## src/logic/io_route_pkg.sv

```systemverilog
package io_route_pkg;

  // Register byte offsets
  localparam logic [11:0] OFS_DIN_STATE = 12'h000;
  localparam logic [11:0] OFS_CTRL = 12'h004;
  localparam logic [11:0] OFS_DOUT_SEL = 12'h008;
  localparam logic [11:0] OFS_INP_RANGE = 12'h00C;
  localparam logic [11:0] OFS_ZSP_THRESH = 12'h010;
  localparam logic [11:0] OFS_TLR_HYST = 12'h014;
  localparam logic [11:0] OFS_FLAGS = 12'h018;
  localparam logic [11:0] OFS_IRQ_STATUS = 12'h01C;
  localparam logic [11:0] OFS_IRQ_MASK = 12'h020;

  // Sizes
  localparam int NUM_DI = 10;
  localparam int NUM_DO = 6;
  localparam int NUM_FLAGS = 6;
  localparam int SEL_W = 3;

  // Field positions
  localparam int CTRL_MODE_LSB = 0;
  localparam int CTRL_FULL_POS = 4;

  // Reset values
  localparam logic [1:0] CTRL_MODE_RST = 2'h0;
  localparam logic [17:0] DOUT_SEL_RST = 18'h00000;
  localparam logic [15:0] INP_RANGE_RST = 16'h000A;
  localparam logic [15:0] ZSP_THRESH_RST = 16'h000A;
  localparam logic [15:0] TLR_HYST_RST = 16'h0010;
  localparam logic [5:0] IRQ_MASK_RST = 6'h00;

  // Zero speed hysteresis in r/min, speed word is 1 r/min per LSB
  localparam logic [16:0] ZSP_HYST_RPM = 17'h0000A;

  // Control modes
  typedef enum logic [1:0] {
    MODE_PULSE = 2'b00,
    MODE_SPEED = 2'b01,
    MODE_TORQUE = 2'b10
  } mode_t;

  // Output source selector codes; also bit index + 1 in the flag word
  typedef enum logic [2:0] {
    SRC_NONE = 3'b000,
    SRC_READY = 3'b001,
    SRC_READY_ON = 3'b010,
    SRC_FAULT = 3'b011,
    SRC_INPOS = 3'b100,
    SRC_ZERO_SPEED = 3'b101,
    SRC_TORQUE_LIM = 3'b110
  } src_t;

endpackage

```

## src/logic/drive_digital_io_routing.sv

```systemverilog
// Overview of operation
// [RQ1] Input status word mirrors inputs 0 to 9
// [RQ2] Full variant fixed input defaults all modes
// [RQ3] Inputs 4,5,7,8 defaults in pulse/speed mode
// [RQ4] Torque mode: input 5 torque source, 7/8 enables
// [RQ5] Basic variant: only inputs 2 to 7
// [RQ6] Full variant has outputs 0 to 5
// [RQ7] Basic variant has outputs 2 to 5
// [RQ8] Each output has its own source selector
// [RQ9] Ready flag low on fault or missing enable
// [RQ10] Ready-for-servo-on flag
// [RQ11] Fault flag while in fault state
// [RQ12] In-position when droop within range
// [RQ13] In-position only in pulse mode
// [RQ14] Zero speed flag with hysteresis
// [RQ15] Torque limit flag near either limit
// [RQ16] Torque limit flag low otherwise
// [RQ17] Unselected output low; inputs resampled
`timescale 1ns/1ns
`default_nettype none
module drive_digital_io_routing (
  // Clock and reset
  input wire logic pclk,
  input wire logic presetn,
  // APB slave
  input wire logic psel,
  input wire logic penable,
  input wire logic pwrite,
  input wire logic [11:0] paddr,
  input wire logic [31:0] pwdata,
  output logic [31:0] prdata,
  output logic pready,
  output logic pslverr,
  // Variant strap, high for the full variant
  input wire logic full_variant_strap,
  // Terminals
  input wire logic [io_route_pkg::NUM_DI-1:0] digital_input_pin,
  output logic [io_route_pkg::NUM_DO-1:0] digital_output_pin,
  // Converter state
  input wire logic converter_ready,
  input wire logic enable_missing,
  input wire logic fault_state,
  input wire logic servo_on_ready,
  input wire logic [15:0] droop_count,
  input wire logic [15:0] motor_speed,
  input wire logic [15:0] torque_act,
  input wire logic [15:0] torque_pos_limit,
  input wire logic [15:0] torque_neg_limit,
  // Input functions
  output logic cw_travel_limit,
  output logic ccw_travel_limit,
  output logic servo_on_cmd,
  output logic fault_ack_cmd,
  output logic fixed_speed_bit0,
  output logic pulse_setpoint_inhibit,
  output logic zero_clamp_enable,
  output logic torque_source_select,
  output logic quick_stop_release,
  output logic gear_select_bit0,
  output logic ccw_rotation_enable,
  output logic cw_rotation_enable,
  output logic droop_clear,
  output logic mode_switch_cmd,
  // Interrupt
  output logic irq
);
  import io_route_pkg::*;

  logic [NUM_DI-1:0] din_lvl;
  logic [NUM_DI-1:0] din_state;
  logic [NUM_FLAGS-1:0] flags;
  logic [NUM_FLAGS-1:0] flags_d_r;

  ////////////////////////////////////////////////////////////////////////////
  // Variant strap, caught on the first edge after reset release

  logic full_r, full_nxt, strap_done_r, strap_done_nxt;

  always_comb begin
    full_nxt = strap_done_r ? full_r : full_variant_strap;
    strap_done_nxt = 1'b1;
  end

  always_ff @(posedge pclk or negedge presetn) begin
    if (!presetn) begin
      full_r <= 1'b0;
      strap_done_r <= 1'b0;
    end else begin
      full_r <= full_nxt;
      strap_done_r <= strap_done_nxt;
    end
  end

  ////////////////////////////////////////////////////////////////////////////
  // Input sampling

  // [RQ17] Inputs resampled on pclk
  input_sync u_sync (
    .pclk(pclk),
    .presetn(presetn),
    .pin_in(digital_input_pin),
    .level_out(din_lvl)
  );

  // [RQ1] [RQ5] Status word, absent inputs read zero on basic variant
  always_comb begin
    din_state = din_lvl;
    if (!full_r) begin
      din_state[0] = 1'b0;
      din_state[1] = 1'b0;
      din_state[8] = 1'b0;
      din_state[9] = 1'b0;
    end
  end

  ////////////////////////////////////////////////////////////////////////////
  // Registers written by software

  mode_t mode_r, mode_nxt;
  logic [NUM_DO*SEL_W-1:0] sel_r, sel_nxt;
  logic [15:0] inp_range_r, inp_range_nxt;
  logic [15:0] zsp_thresh_r, zsp_thresh_nxt;
  logic [15:0] tlr_hyst_r, tlr_hyst_nxt;
  logic [NUM_FLAGS-1:0] mask_r, mask_nxt;
  logic [NUM_FLAGS-1:0] ists_r, ists_nxt;
  logic [31:0] prdata_r, prdata_nxt;
  logic wr_acc, rd_acc, mapped;

  assign wr_acc = psel & penable & pwrite;
  assign rd_acc = psel & penable & ~pwrite;

  // Address decode
  always_comb begin
    case (paddr)
      OFS_DIN_STATE, OFS_CTRL, OFS_DOUT_SEL, OFS_INP_RANGE, OFS_ZSP_THRESH,
      OFS_TLR_HYST, OFS_FLAGS, OFS_IRQ_STATUS, OFS_IRQ_MASK: mapped = 1'b1;
      default: mapped = 1'b0;
    endcase
  end

  assign pready = 1'b1;
  assign pslverr = psel & penable & ~mapped;

  // Register writes in the access cycle, read data capture in the setup cycle
  always_comb begin
    mode_nxt = mode_r;
    sel_nxt = sel_r;
    inp_range_nxt = inp_range_r;
    zsp_thresh_nxt = zsp_thresh_r;
    tlr_hyst_nxt = tlr_hyst_r;
    mask_nxt = mask_r;
    prdata_nxt = prdata_r;
    if (wr_acc) begin
      case (paddr)
        OFS_CTRL: begin
          case (pwdata[CTRL_MODE_LSB +: 2])
            2'h1: mode_nxt = MODE_SPEED;
            2'h2: mode_nxt = MODE_TORQUE;
            default: mode_nxt = MODE_PULSE;
          endcase
        end
        // [RQ8] Per-output selectors
        OFS_DOUT_SEL: sel_nxt = pwdata[NUM_DO*SEL_W-1:0];
        OFS_INP_RANGE: inp_range_nxt = pwdata[15:0];
        OFS_ZSP_THRESH: zsp_thresh_nxt = pwdata[15:0];
        OFS_TLR_HYST: tlr_hyst_nxt = pwdata[15:0];
        OFS_IRQ_MASK: mask_nxt = pwdata[NUM_FLAGS-1:0];
        default: ;
      endcase
    end
    if (psel && !penable && !pwrite) begin
      case (paddr)
        OFS_DIN_STATE: prdata_nxt = {22'h000000, din_state};
        OFS_CTRL: prdata_nxt = {27'h0000000, full_r, 2'h0, mode_r};
        OFS_DOUT_SEL: prdata_nxt = {14'h0000, sel_r};
        OFS_INP_RANGE: prdata_nxt = {16'h0000, inp_range_r};
        OFS_ZSP_THRESH: prdata_nxt = {16'h0000, zsp_thresh_r};
        OFS_TLR_HYST: prdata_nxt = {16'h0000, tlr_hyst_r};
        OFS_FLAGS: prdata_nxt = {18'h00000, 2'h0, digital_output_pin, flags};
        OFS_IRQ_STATUS: prdata_nxt = {26'h0000000, ists_r};
        OFS_IRQ_MASK: prdata_nxt = {26'h0000000, mask_r};
        default: prdata_nxt = 32'h00000000;
      endcase
    end
  end

  always_ff @(posedge pclk or negedge presetn) begin
    if (!presetn) begin
      mode_r <= mode_t'(CTRL_MODE_RST);
      sel_r <= DOUT_SEL_RST;
      inp_range_r <= INP_RANGE_RST;
      zsp_thresh_r <= ZSP_THRESH_RST;
      tlr_hyst_r <= TLR_HYST_RST;
      mask_r <= IRQ_MASK_RST;
      prdata_r <= 32'h00000000;
    end else begin
      mode_r <= mode_nxt;
      sel_r <= sel_nxt;
      inp_range_r <= inp_range_nxt;
      zsp_thresh_r <= zsp_thresh_nxt;
      tlr_hyst_r <= tlr_hyst_nxt;
      mask_r <= mask_nxt;
      prdata_r <= prdata_nxt;
    end
  end

  assign prdata = prdata_r;

  ////////////////////////////////////////////////////////////////////////////
  // Status flags

  status_flags u_flags (
    .pclk(pclk),
    .presetn(presetn),
    .converter_ready(converter_ready),
    .enable_missing(enable_missing),
    .fault_state(fault_state),
    .servo_on_ready(servo_on_ready),
    .mode(mode_r),
    .droop_count(droop_count),
    .motor_speed(motor_speed),
    .torque_act(torque_act),
    .torque_pos_limit(torque_pos_limit),
    .torque_neg_limit(torque_neg_limit),
    .inp_range(inp_range_r),
    .zsp_thresh(zsp_thresh_r),
    .tlr_hyst(tlr_hyst_r),
    .flags(flags)
  );

  ////////////////////////////////////////////////////////////////////////////
  // Interrupt: rising flag edges are sticky, read of status clears

  always_comb begin
    ists_nxt = ists_r;
    if (rd_acc && paddr == OFS_IRQ_STATUS) begin
      // Clear only bits reported, so an event in the setup cycle survives
      ists_nxt = ists_r & ~prdata_r[NUM_FLAGS-1:0];
    end
    ists_nxt = ists_nxt | (flags & ~flags_d_r);
  end

  always_ff @(posedge pclk or negedge presetn) begin
    if (!presetn) begin
      ists_r <= '0;
      flags_d_r <= '0;
    end else begin
      ists_r <= ists_nxt;
      flags_d_r <= flags;
    end
  end

  assign irq = |(ists_r & mask_r);

  ////////////////////////////////////////////////////////////////////////////
  // Output routing

  logic [NUM_DO-1:0] dout_r, dout_nxt;

  genvar g;
  generate
    for (g = 0; g < NUM_DO; g++) begin : g_dout
      logic [SEL_W-1:0] code;
      logic src;
      assign code = sel_r[g*SEL_W +: SEL_W];
      // [RQ8] [RQ17] Selector picks flag, no source drives low
      always_comb begin
        case (src_t'(code))
          SRC_READY: src = flags[0];
          SRC_READY_ON: src = flags[1];
          SRC_FAULT: src = flags[2];
          SRC_INPOS: src = flags[3];
          SRC_ZERO_SPEED: src = flags[4];
          SRC_TORQUE_LIM: src = flags[5];
          default: src = 1'b0;
        endcase
      end
      // [RQ6] [RQ7] Outputs 0 and 1 exist on full variant only
      assign dout_nxt[g] = (g < 2) ? (src & full_r) : src;
    end
  endgenerate

  always_ff @(posedge pclk or negedge presetn) begin
    if (!presetn) begin
      dout_r <= '0;
    end else begin
      dout_r <= dout_nxt;
    end
  end

  assign digital_output_pin = dout_r;

  ////////////////////////////////////////////////////////////////////////////
  // Default input functions

  logic [13:0] fn_r, fn_nxt;

  always_comb begin
    fn_nxt = '0;
    // [RQ2] Fixed defaults, full variant
    fn_nxt[0] = full_r & din_lvl[0];
    fn_nxt[1] = full_r & din_lvl[1];
    fn_nxt[13] = full_r & din_lvl[9];
    // [RQ2] [RQ5] Both variants
    fn_nxt[2] = din_lvl[2];
    fn_nxt[3] = din_lvl[3];
    fn_nxt[8] = din_lvl[6];
    if (!full_r) begin
      // [RQ5] Basic variant, input 4 unassigned
      fn_nxt[5] = din_lvl[5];
      fn_nxt[9] = din_lvl[7];
    end else begin
      case (mode_r)
        // [RQ3] Pulse mode defaults
        MODE_PULSE: begin
          fn_nxt[5] = din_lvl[5];
          fn_nxt[9] = din_lvl[7];
          fn_nxt[12] = din_lvl[8];
        end
        // [RQ3] Speed mode defaults
        MODE_SPEED: begin
          fn_nxt[4] = din_lvl[4];
          fn_nxt[6] = din_lvl[5];
          fn_nxt[10] = din_lvl[7];
          fn_nxt[11] = din_lvl[8];
        end
        // [RQ4] Torque mode defaults
        MODE_TORQUE: begin
          fn_nxt[7] = din_lvl[5];
          fn_nxt[10] = din_lvl[7];
          fn_nxt[11] = din_lvl[8];
        end
        default: ;
      endcase
    end
  end

  always_ff @(posedge pclk or negedge presetn) begin
    if (!presetn) begin
      fn_r <= '0;
    end else begin
      fn_r <= fn_nxt;
    end
  end

  assign cw_travel_limit = fn_r[0];
  assign ccw_travel_limit = fn_r[1];
  assign servo_on_cmd = fn_r[2];
  assign fault_ack_cmd = fn_r[3];
  assign fixed_speed_bit0 = fn_r[4];
  assign pulse_setpoint_inhibit = fn_r[5];
  assign zero_clamp_enable = fn_r[6];
  assign torque_source_select = fn_r[7];
  assign quick_stop_release = fn_r[8];
  assign gear_select_bit0 = fn_r[9];
  assign ccw_rotation_enable = fn_r[10];
  assign cw_rotation_enable = fn_r[11];
  assign droop_clear = fn_r[12];
  assign mode_switch_cmd = fn_r[13];

endmodule // drive_digital_io_routing
`default_nettype wire

```

## src/logic/input_sync.sv

```systemverilog
`timescale 1ns/1ns
`default_nettype none
module input_sync (
  // Clock and reset
  input wire logic pclk,
  input wire logic presetn,
  // Raw pins and filtered levels
  input wire logic [io_route_pkg::NUM_DI-1:0] pin_in,
  output logic [io_route_pkg::NUM_DI-1:0] level_out
);
  import io_route_pkg::*;

  genvar i;
  generate
    for (i = 0; i < NUM_DI; i++) begin : g_bit
      logic s1_r, s2_r, s3_r, lvl_r;
      logic lvl_nxt;
      // Level follows once second and third stage agree
      always_comb begin
        lvl_nxt = (s2_r == s3_r) ? s3_r : lvl_r;
      end
      // Three stage synchroniser plus held level
      always_ff @(posedge pclk or negedge presetn) begin
        if (!presetn) begin
          s1_r <= 1'b0;
          s2_r <= 1'b0;
          s3_r <= 1'b0;
          lvl_r <= 1'b0;
        end else begin
          s1_r <= pin_in[i];
          s2_r <= s1_r;
          s3_r <= s2_r;
          lvl_r <= lvl_nxt;
        end
      end
      assign level_out[i] = lvl_r;
    end
  endgenerate

endmodule // input_sync
`default_nettype wire

```

## src/logic/status_flags.sv

```systemverilog
`timescale 1ns/1ns
`default_nettype none
module status_flags (
  // Clock and reset
  input wire logic pclk,
  input wire logic presetn,
  // Converter state
  input wire logic converter_ready,
  input wire logic enable_missing,
  input wire logic fault_state,
  input wire logic servo_on_ready,
  input wire io_route_pkg::mode_t mode,
  // Measured values
  input wire logic [15:0] droop_count,
  input wire logic [15:0] motor_speed,
  input wire logic [15:0] torque_act,
  input wire logic [15:0] torque_pos_limit,
  input wire logic [15:0] torque_neg_limit,
  // Settings
  input wire logic [15:0] inp_range,
  input wire logic [15:0] zsp_thresh,
  input wire logic [15:0] tlr_hyst,
  // Flags, bit order as src_t minus one
  output logic [io_route_pkg::NUM_FLAGS-1:0] flags
);
  import io_route_pkg::*;

  logic [NUM_FLAGS-1:0] flags_r, flags_nxt;
  logic zsp_nxt;
  logic [15:0] droop_mag;
  logic signed [17:0] t_act, t_pos, t_neg;

  // Next flag values
  always_comb begin
    droop_mag = droop_count[15] ? 16'(-droop_count) : droop_count;
    t_act = 18'(signed'(torque_act));
    t_pos = $signed({2'b00, torque_pos_limit}) - $signed({2'b00, tlr_hyst});
    t_neg = $signed({2'b00, tlr_hyst}) - $signed({2'b00, torque_neg_limit});
    // [RQ14] Zero speed hysteresis
    zsp_nxt = flags_r[4];
    if (motor_speed <= zsp_thresh) begin
      zsp_nxt = 1'b1;
    end else if ({1'b0, motor_speed} > ({1'b0, zsp_thresh} + ZSP_HYST_RPM)) begin
      zsp_nxt = 1'b0;
    end
    // [RQ9] Ready needs no fault
    flags_nxt[0] = converter_ready & ~fault_state & ~enable_missing;
    // [RQ10] Ready for servo-on
    flags_nxt[1] = servo_on_ready;
    // [RQ11] Fault present
    flags_nxt[2] = fault_state;
    // [RQ12] [RQ13] In-position, pulse mode only
    flags_nxt[3] = (mode == MODE_PULSE) && (droop_mag <= inp_range);
    flags_nxt[4] = zsp_nxt;
    // [RQ15] [RQ16] Torque limit reached
    flags_nxt[5] = (t_act >= t_pos) || (t_act <= t_neg);
  end

  // Flag registers
  always_ff @(posedge pclk or negedge presetn) begin
    if (!presetn) begin
      flags_r <= '0;
    end else begin
      flags_r <= flags_nxt;
    end
  end

  assign flags = flags_r;

endmodule // status_flags
`default_nettype wire

```

## config.mk

```make
export PLATFORM = sky130hd
export DESIGN_NAME = drive_digital_io_routing
export DESIGN_NICKNAME = d
export VERILOG_FILES = /design/src/logic/io_route_pkg.sv /design/src/logic/drive_digital_io_routing.sv /design/src/logic/input_sync.sv /design/src/logic/status_flags.sv
export SDC_FILE = /design/constraint.sdc
export NUM_CORES = 1
export LEC_CHECK = 0
export BUFFER_PORTS_ARGS = -buffer_cell sky130_fd_sc_hd__buf_2
export CAP_MARGIN = 10
export CORE_MARGIN = 2
export CORE_UTILIZATION = 47
export CTS_BUF_LIST = sky130_fd_sc_hd__clkbuf_8
export DETAILED_ROUTE_END_ITERATION = 6
export GPL_ROUTABILITY_DRIVEN = 0
export GPL_TIMING_DRIVEN = 0
export PLACE_DENSITY_LB_ADDON = 0.08
export SKIP_CTS_REPAIR_TIMING = 1
export SLEW_MARGIN = 0
export SYNTH_ARGS = -nofsm -noshare
export SYNTH_HDL_FRONTEND = slang
export SYNTH_SLANG_ARGS = --single-unit
```

## constraint.sdc

```tcl
create_clock -name pclk -period 6.9 [get_ports pclk]
set_input_delay 1.035 -clock pclk [delete_from_list [all_inputs] [get_ports pclk]]
set_output_delay 1.035 -clock pclk [all_outputs]
set_load 0.05 [all_outputs]
```

-- Word level (Yosys, flattened, before mapping)
Cells that the tools add are included.
- flip-flop bits (word level): 186
- latch bits: 0
- bits in writable memories: 0
- bits in read-only memories: 0
- bits of input ports: 144
- output and inout bits: 55
- word-level logic and storage cells: 189
- memories: 0
- $add $sub $neg: 4
- multiply operators: 0
- divide/modulo/power cells: 0
- order comparisons: 5
- eq/ne operators: 58
- shifts and indexed selects: 0
- muxes and demuxes: 27
- bitwise operators: 21
- reductions and logical operators: 19
- operators with widths (operator ; count):
    $pmux 18 s9 ; 1
    $eq 3x3->1 const B ; 18
    $eq 12x5->1 const B ; 4
    $eq 3x2->1 const B ; 12
    $pmux 1 s6 ; 6
    $sub 16x16->17 ; 2
    $le 16x16->1 ; 2
    $eq 12x4->1 const B ; 2
    $and 6x6->6 ; 3
    $eq 3x1->1 const B ; 6
    $add 16x4->17 const B ; 1
    $ge 16x17->1 ; 1
    $gt 16x17->1 ; 1
    $le 16x17->1 ; 1
    $mux 16 ; 1
    $neg 16->16 ; 1
    $eq 12x3->1 const B ; 1
    $eq 12x6->1 const B ; 1
    $logic_not 12->1 ; 1
    $mux 1 ; 12
    $not 6->6 ; 2
    $reduce_and 2->1 ; 6
    $and 1x1->1 ; 11
    $eq 1x1->1 ; 10
    16 further kinds ; 28

-- Longest topological paths before layout
- depth after elaboration: 5
- mapped depth: 16
- depth with buffers taken out: 16

-- By module
A second synthesis with hierarchy kept.
- cells, all modules: 1153
- area, all modules: 11444.7 µm²
- by module, submodules not included (module ; instances ; cells an instance ; area an instance (µm²) ; sequential area each (µm²)):
    drive_digital_io_routing ; 1 ; 522 ; 6054.6 ; 3159.3
    status_flags ; 1 ; 571 ; 4201.5 ; 150.1
    input_sync ; 1 ; 60 ; 1188.6 ; 1001.0

-- Worst setup path before layout
Ideal clock, no wire load.
- kind: input-to-reg
- start: in torque_pos_limit[9]
- end: reg u_flags.flags_r[5], in the netlist u_flags.flags[5]
- setup time: 0.135 ns
- data arrival time: 3.892 ns
- data required time: 6.765 ns
- slack: 2.873 ns
- stages: 13
- path buffers: 0
- cells stage by stage: ha_1 > a21oi_1 > nand2_1 > a221o_1 > o21a_1 > mux2i_1 > a2111oi_0 > ha_1 > nand2_1 > nand3b_1 > or4b_2 > a21oi_1 > o211ai_1
- longest elaborated chain between the ends: 3
- RTL lines (what ; RTL line ; text):
    start, declared ; drive_digital_io_routing.sv:47 ; input wire logic [15:0] torque_pos_limit,
    $sub 16x16->17 ; status_flags.sv:37 ; t_pos = $signed({2'b00, torque_pos_limit}) - $signed({2'b00, tlr_hyst});
    $ge 16x17->1 ; status_flags.sv:56 ; flags_nxt[5] = (t_act >= t_pos) || (t_act <= t_neg);
    $logic_or 1x1->1 ; status_flags.sv:56 ;
    named net u_flags.flags_nxt[5] ; status_flags.sv:28 ; logic [NUM_FLAGS-1:0] flags_r, flags_nxt;
    end signal, assigned ; status_flags.sv:64 ; flags_r <= flags_nxt;
    end, declared ; status_flags.sv:28 ;
The timed path passes the listed nets, and every way through them passes these cells.
A chain may end at the register's enable or synchronous reset.

-- Final worst setup path
- start: in torque_pos_limit[1]
- end: reg u_flags.flags_r[5], in the netlist u_flags.flags[5]
Same word-level chain as after synthesis.

==> impl_metrics.toml <==
[worst_setup_path]
max_stage_delay_ps = 610
critical_path.n_buffers_inverters = 1
critPathCaptureType = "flip-flop"
worst_ep_arrival_time_ps = 4530
path_delay_family = "compound AO/OA/AOI/OAI gates"
critical_path.startpoint_type = "primary input"
critical_path_required_ps = 7240
worst-path-stages = 14
r2r_end = "u_flags.flags[5]$_DFF_PN0_"
largest_fanout_on_the_critical_path = 4
critPathLaunch = "torque_pos_limit[1]"
r2r_start = "tlr_hyst_r[1]$_DFFE_PN0P_"
cpMostUsedCell = "sky130_fd_sc_hd__ha_1"
rrSetupSlack_ps = 2790
worst_path_max_delay_cell = "sky130_fd_sc_hd__or4b_2"
sequence_of_cells_on_the_critical_path = "buf_2 -> ha_1 -> nor2b_1 -> o31ai_1 -> a211oi_1 -> o21a_1 -> mux2i_1 -> a2111oi_0 -> ha_1 -> nand2_1 -> nand3b_1 -> or4b_2 -> a21oi_1 -> o211ai_1"
r2r_cells = 14
setup.worst_path.end = "u_flags.flags[5]$_DFF_PN0_"
timing_worst_setup_path_type = "in2reg"

[synthesis]
combinational_family_with_the_most_area_after_synthesis = "compound AO/OA/AOI/OAI gates"
post_synth_xor_area_fraction_pct = 3.47
post_synth.cell_area_avg_um2 = 9.64
count_of_synthesis_stage_warnings_from_yosys = 0
synth_top_flop_cell = "sky130_fd_sc_hd__dfrtp_1"
synth-compound-area-share_pct = 16.8
synth.distinct_cells = 80
synthArstFlopShare_pct = 100
synth-edff-count = 0
synth-simple-area-share_pct = 15.5
muxShareOfSynthArea_pct = 5.15
netlist_area_before_placement_um2 = 11100
yosys.area_share.adder_pct = 14.5
synth_seq_area_share_pct = 38.8
synth.ff_latch_count = 172
syn-instance-count = 1153

[timing]
finalHoldWorstSlack_ps = 349
grt_setup_unrepaired = "no"
final_period_minus_worst_setup_slack_ps = 4190
final-setup-viol-count = 0
worst_slew_margin_rel_pct = 29.1
fmax_ghz = 0.239
worst_pin_slew_ps = 1060
finalMaxSlewViolations = 0
timing.final.crit_share_pct = 60.7
final_critical_path_setup_slack_ps = 2710
final.setup_skew_ps = 13.3
final_hold_violations = 0
finalSetupTns_ps = 0

[die]
initial_utilization_pct = 47.6
chipWidth_um = 158
dieArea_um2 = 24900
fp.coreArea_um2 = 23300
core.rowCount = 56
die_height_um = 158
io_pins = 199

[cts]
clk-insertion-delay-late_ps = 470
clk_path_buf_depth = 2
cts-buffers-inserted = 17
cts_max_level = 4
path_clk_slew_ps = 100
cts_root_buffer = "sky130_fd_sc_hd__clkbuf_8"
clock_tree_from_tritoncts = "yes"
clk_sinks = 172

[final_layout]
most-common-layout-cells = "sky130_fd_sc_hd__buf_2 (178), sky130_fd_sc_hd__dfrtp_1 (167), sky130_fd_sc_hd__ha_1 (118)"
post_route_cells_drive_above_1_share_pct = 20.5
final_net_count = 1620
cell_area_after_layout_um2 = 12900
stdcell_count = 1688
syn2layout_area_growth_pct = 15.7
antenna_cells = 0
utilization_pct = 55.1
layout_commonest_cell = "sky130_fd_sc_hd__buf_2"

[placed_design]
preCtsSetupSlack_ps = 2260
dpl_cell_area_um2 = 12400
detailed_place_hpwl_um = 25300
numPlacedInstances = 1656
place.port_buffers = 169

[power_and_ir_drop]
portion_of_total_power_attributed_to_combinational_logic_pct = 19.1
p_seq_share_pct = 48.4
cellInternalPower_mw = 1.50
power_mw = 2.24
switching_share_pct = 32.9
ir_worst_vdd_v = 0.000203
p_sw_mw = 0.736
pwr-share-clk_pct = 32.6
p_leak_nw = 6.27
power_density_nw_per_um2 = 174

[drt]
1st_iter_drt_viols = 619
drt-vias-per-instance = 5.55
number_of_design_rule_violations_left_after_detail_routing = 0
detailedRoute.firstPassIterationCount = 5
vias = 9372
detail-route-antenna-nets = 0
detail_route.wl_per_cell_um = 18.8
finalWirelength_um = 31800

[global_route]
grt_use_total_pct = 25.9
wire_length_of_the_first_global_routing_pass_um = 48800
grt.overflow.total = 0
grt_max_degree = 90
grt_antenna_before_repair = 0
vias_in_the_first_global_route = 8837

[run]
maxCapViolations = 0

[worst_hold_path]
worst_hold_path_type = "reg2reg"

[outcome]
status = "finished, final reports clean"
## cells in the mapped netlist, types with 15 or more instances
cell type | number | area share [%]
sky130_fd_sc_hd__a22oi_1 | 24 | 1.6
sky130_fd_sc_hd__dfrtp_1 | 167 | 38
sky130_fd_sc_hd__nor3_1 | 24 | 1.1
sky130_fd_sc_hd__a21o_1 | 24 | 1.6
sky130_fd_sc_hd__clkbuf_1 | 19 | 0.64
sky130_fd_sc_hd__nand2_1 | 111 | 3.8
sky130_fd_sc_hd__nand3_1 | 28 | 1.3
sky130_fd_sc_hd__ha_1 | 118 | 13
sky130_fd_sc_hd__a21oi_1 | 50 | 2.3
sky130_fd_sc_hd__nor2_1 | 57 | 1.9
sky130_fd_sc_hd__mux2_2 | 17 | 1.7
sky130_fd_sc_hd__buf_4 | 15 | 1.0
sky130_fd_sc_hd__o21ai_0 | 84 | 3.8
sky130_fd_sc_hd__xnor2_1 | 34 | 2.7
sky130_fd_sc_hd__inv_1 | 99 | 3.3
sky130_fd_sc_hd__mux2i_1 | 23 | 2.1
## kinds of logic (layout without fill, tap and decap cells)
kind of cell	count (synthesis)	after routing
multiplexers	50	50
buffers and inverters	147	349
adder cells (fa/ha/maj)	130	130
AO/OA/AOI/OAI	287	287
AND/OR/NAND/NOR	321	321
other	2	16
XOR/XNOR	44	44
flip-flops	172	172
## power groups by stage
| stage | Clock [mW] | Combinational (mW) | Sequential, mW |
|---|---|---|---|
| 3_5_place_dp | 0 | 0.426 | 1.10 |
| 2_1_floorplan | 0 | 0.206 | 1.16 |
| 3_3_place_gp | 0 | 0.418 | 1.10 |
| 5_1_grt | 0.781 | 0.473 | 1.09 |
| 6_report | 0.729 | 0.427 | 1.08 |
| 4_1_cts | 0.741 | 0.428 | 1.08 |
## area by class of cell
class / count / area [um2]
Timing Repair Buffer: 170 / 883
Sequential cell: 172 / 4310
Clock inverter: 15 / 180
Multi-Input combinational cell: 848 / 6220
Buffer: 47 / 262
Tap cell: 319 / 399
Clock buffer: 17 / 234
Inverter: 100 / 375
Fill cell: 2176 / 10500
## flip-flops by register name, indices dropped and copies added (netlist names), 14 cells and up
signal / cells
sel_r: 18
tlr_hyst_r: 16
zsp_thresh_r: 16
inp_range_r: 16
fn_r: 14
prdata: 18
## metal layers
metal | GRT usage [%] | routed length [um] | up-vias
met4 | 6.84 | 621 | 0
li1 | - | - | 4536
met2 | 38.5 | 13700 | 343
met1 | 37.8 | 14700 | 4454
met5 | 0 | 0 | -
met3 | 6.05 | 2660 | 39
## worst min-delay path by stage
stage | from | to | slack (ps) | depth (start not counted)
2_1_floorplan | u_sync.g_bit[0].s1_r$_DFF_PN0_ | u_sync.g_bit[0].s2_r$_DFF_PN0_ | 330 | 0
3_3_place_gp | u_sync.g_bit[8].s1_r$_DFF_PN0_ | u_sync.g_bit[8].s2_r$_DFF_PN0_ | 330 | 0
3_5_place_dp | u_sync.g_bit[7].s1_r$_DFF_PN0_ | u_sync.g_bit[7].s2_r$_DFF_PN0_ | 330 | 0
4_1_cts | u_sync.g_bit[8].s1_r$_DFF_PN0_ | u_sync.g_bit[8].s2_r$_DFF_PN0_ | 350 | 0
5_1_grt | u_sync.g_bit[8].s1_r$_DFF_PN0_ | u_sync.g_bit[8].s2_r$_DFF_PN0_ | 350 | 0
6_report | u_sync.g_bit[8].s1_r$_DFF_PN0_ | u_sync.g_bit[8].s2_r$_DFF_PN0_ | 350 | 0
## worst reg2reg max path: stages, from the launching register on
cell	delay, ps
sky130_fd_sc_hd__dfrtp_1	470
sky130_fd_sc_hd__inv_1	140
sky130_fd_sc_hd__ha_1	280
sky130_fd_sc_hd__nor2b_1	140
sky130_fd_sc_hd__o31ai_1	490
sky130_fd_sc_hd__a211oi_1	280
sky130_fd_sc_hd__o21a_1	270
sky130_fd_sc_hd__mux2i_1	120
sky130_fd_sc_hd__a2111oi_0	450
sky130_fd_sc_hd__ha_1	330
sky130_fd_sc_hd__nand2_1	60
sky130_fd_sc_hd__nand3b_1	90
sky130_fd_sc_hd__or4b_2	610
sky130_fd_sc_hd__a21oi_1	140
sky130_fd_sc_hd__o211ai_1	110
No activity file was read; power rests on OpenSTA's default activity.
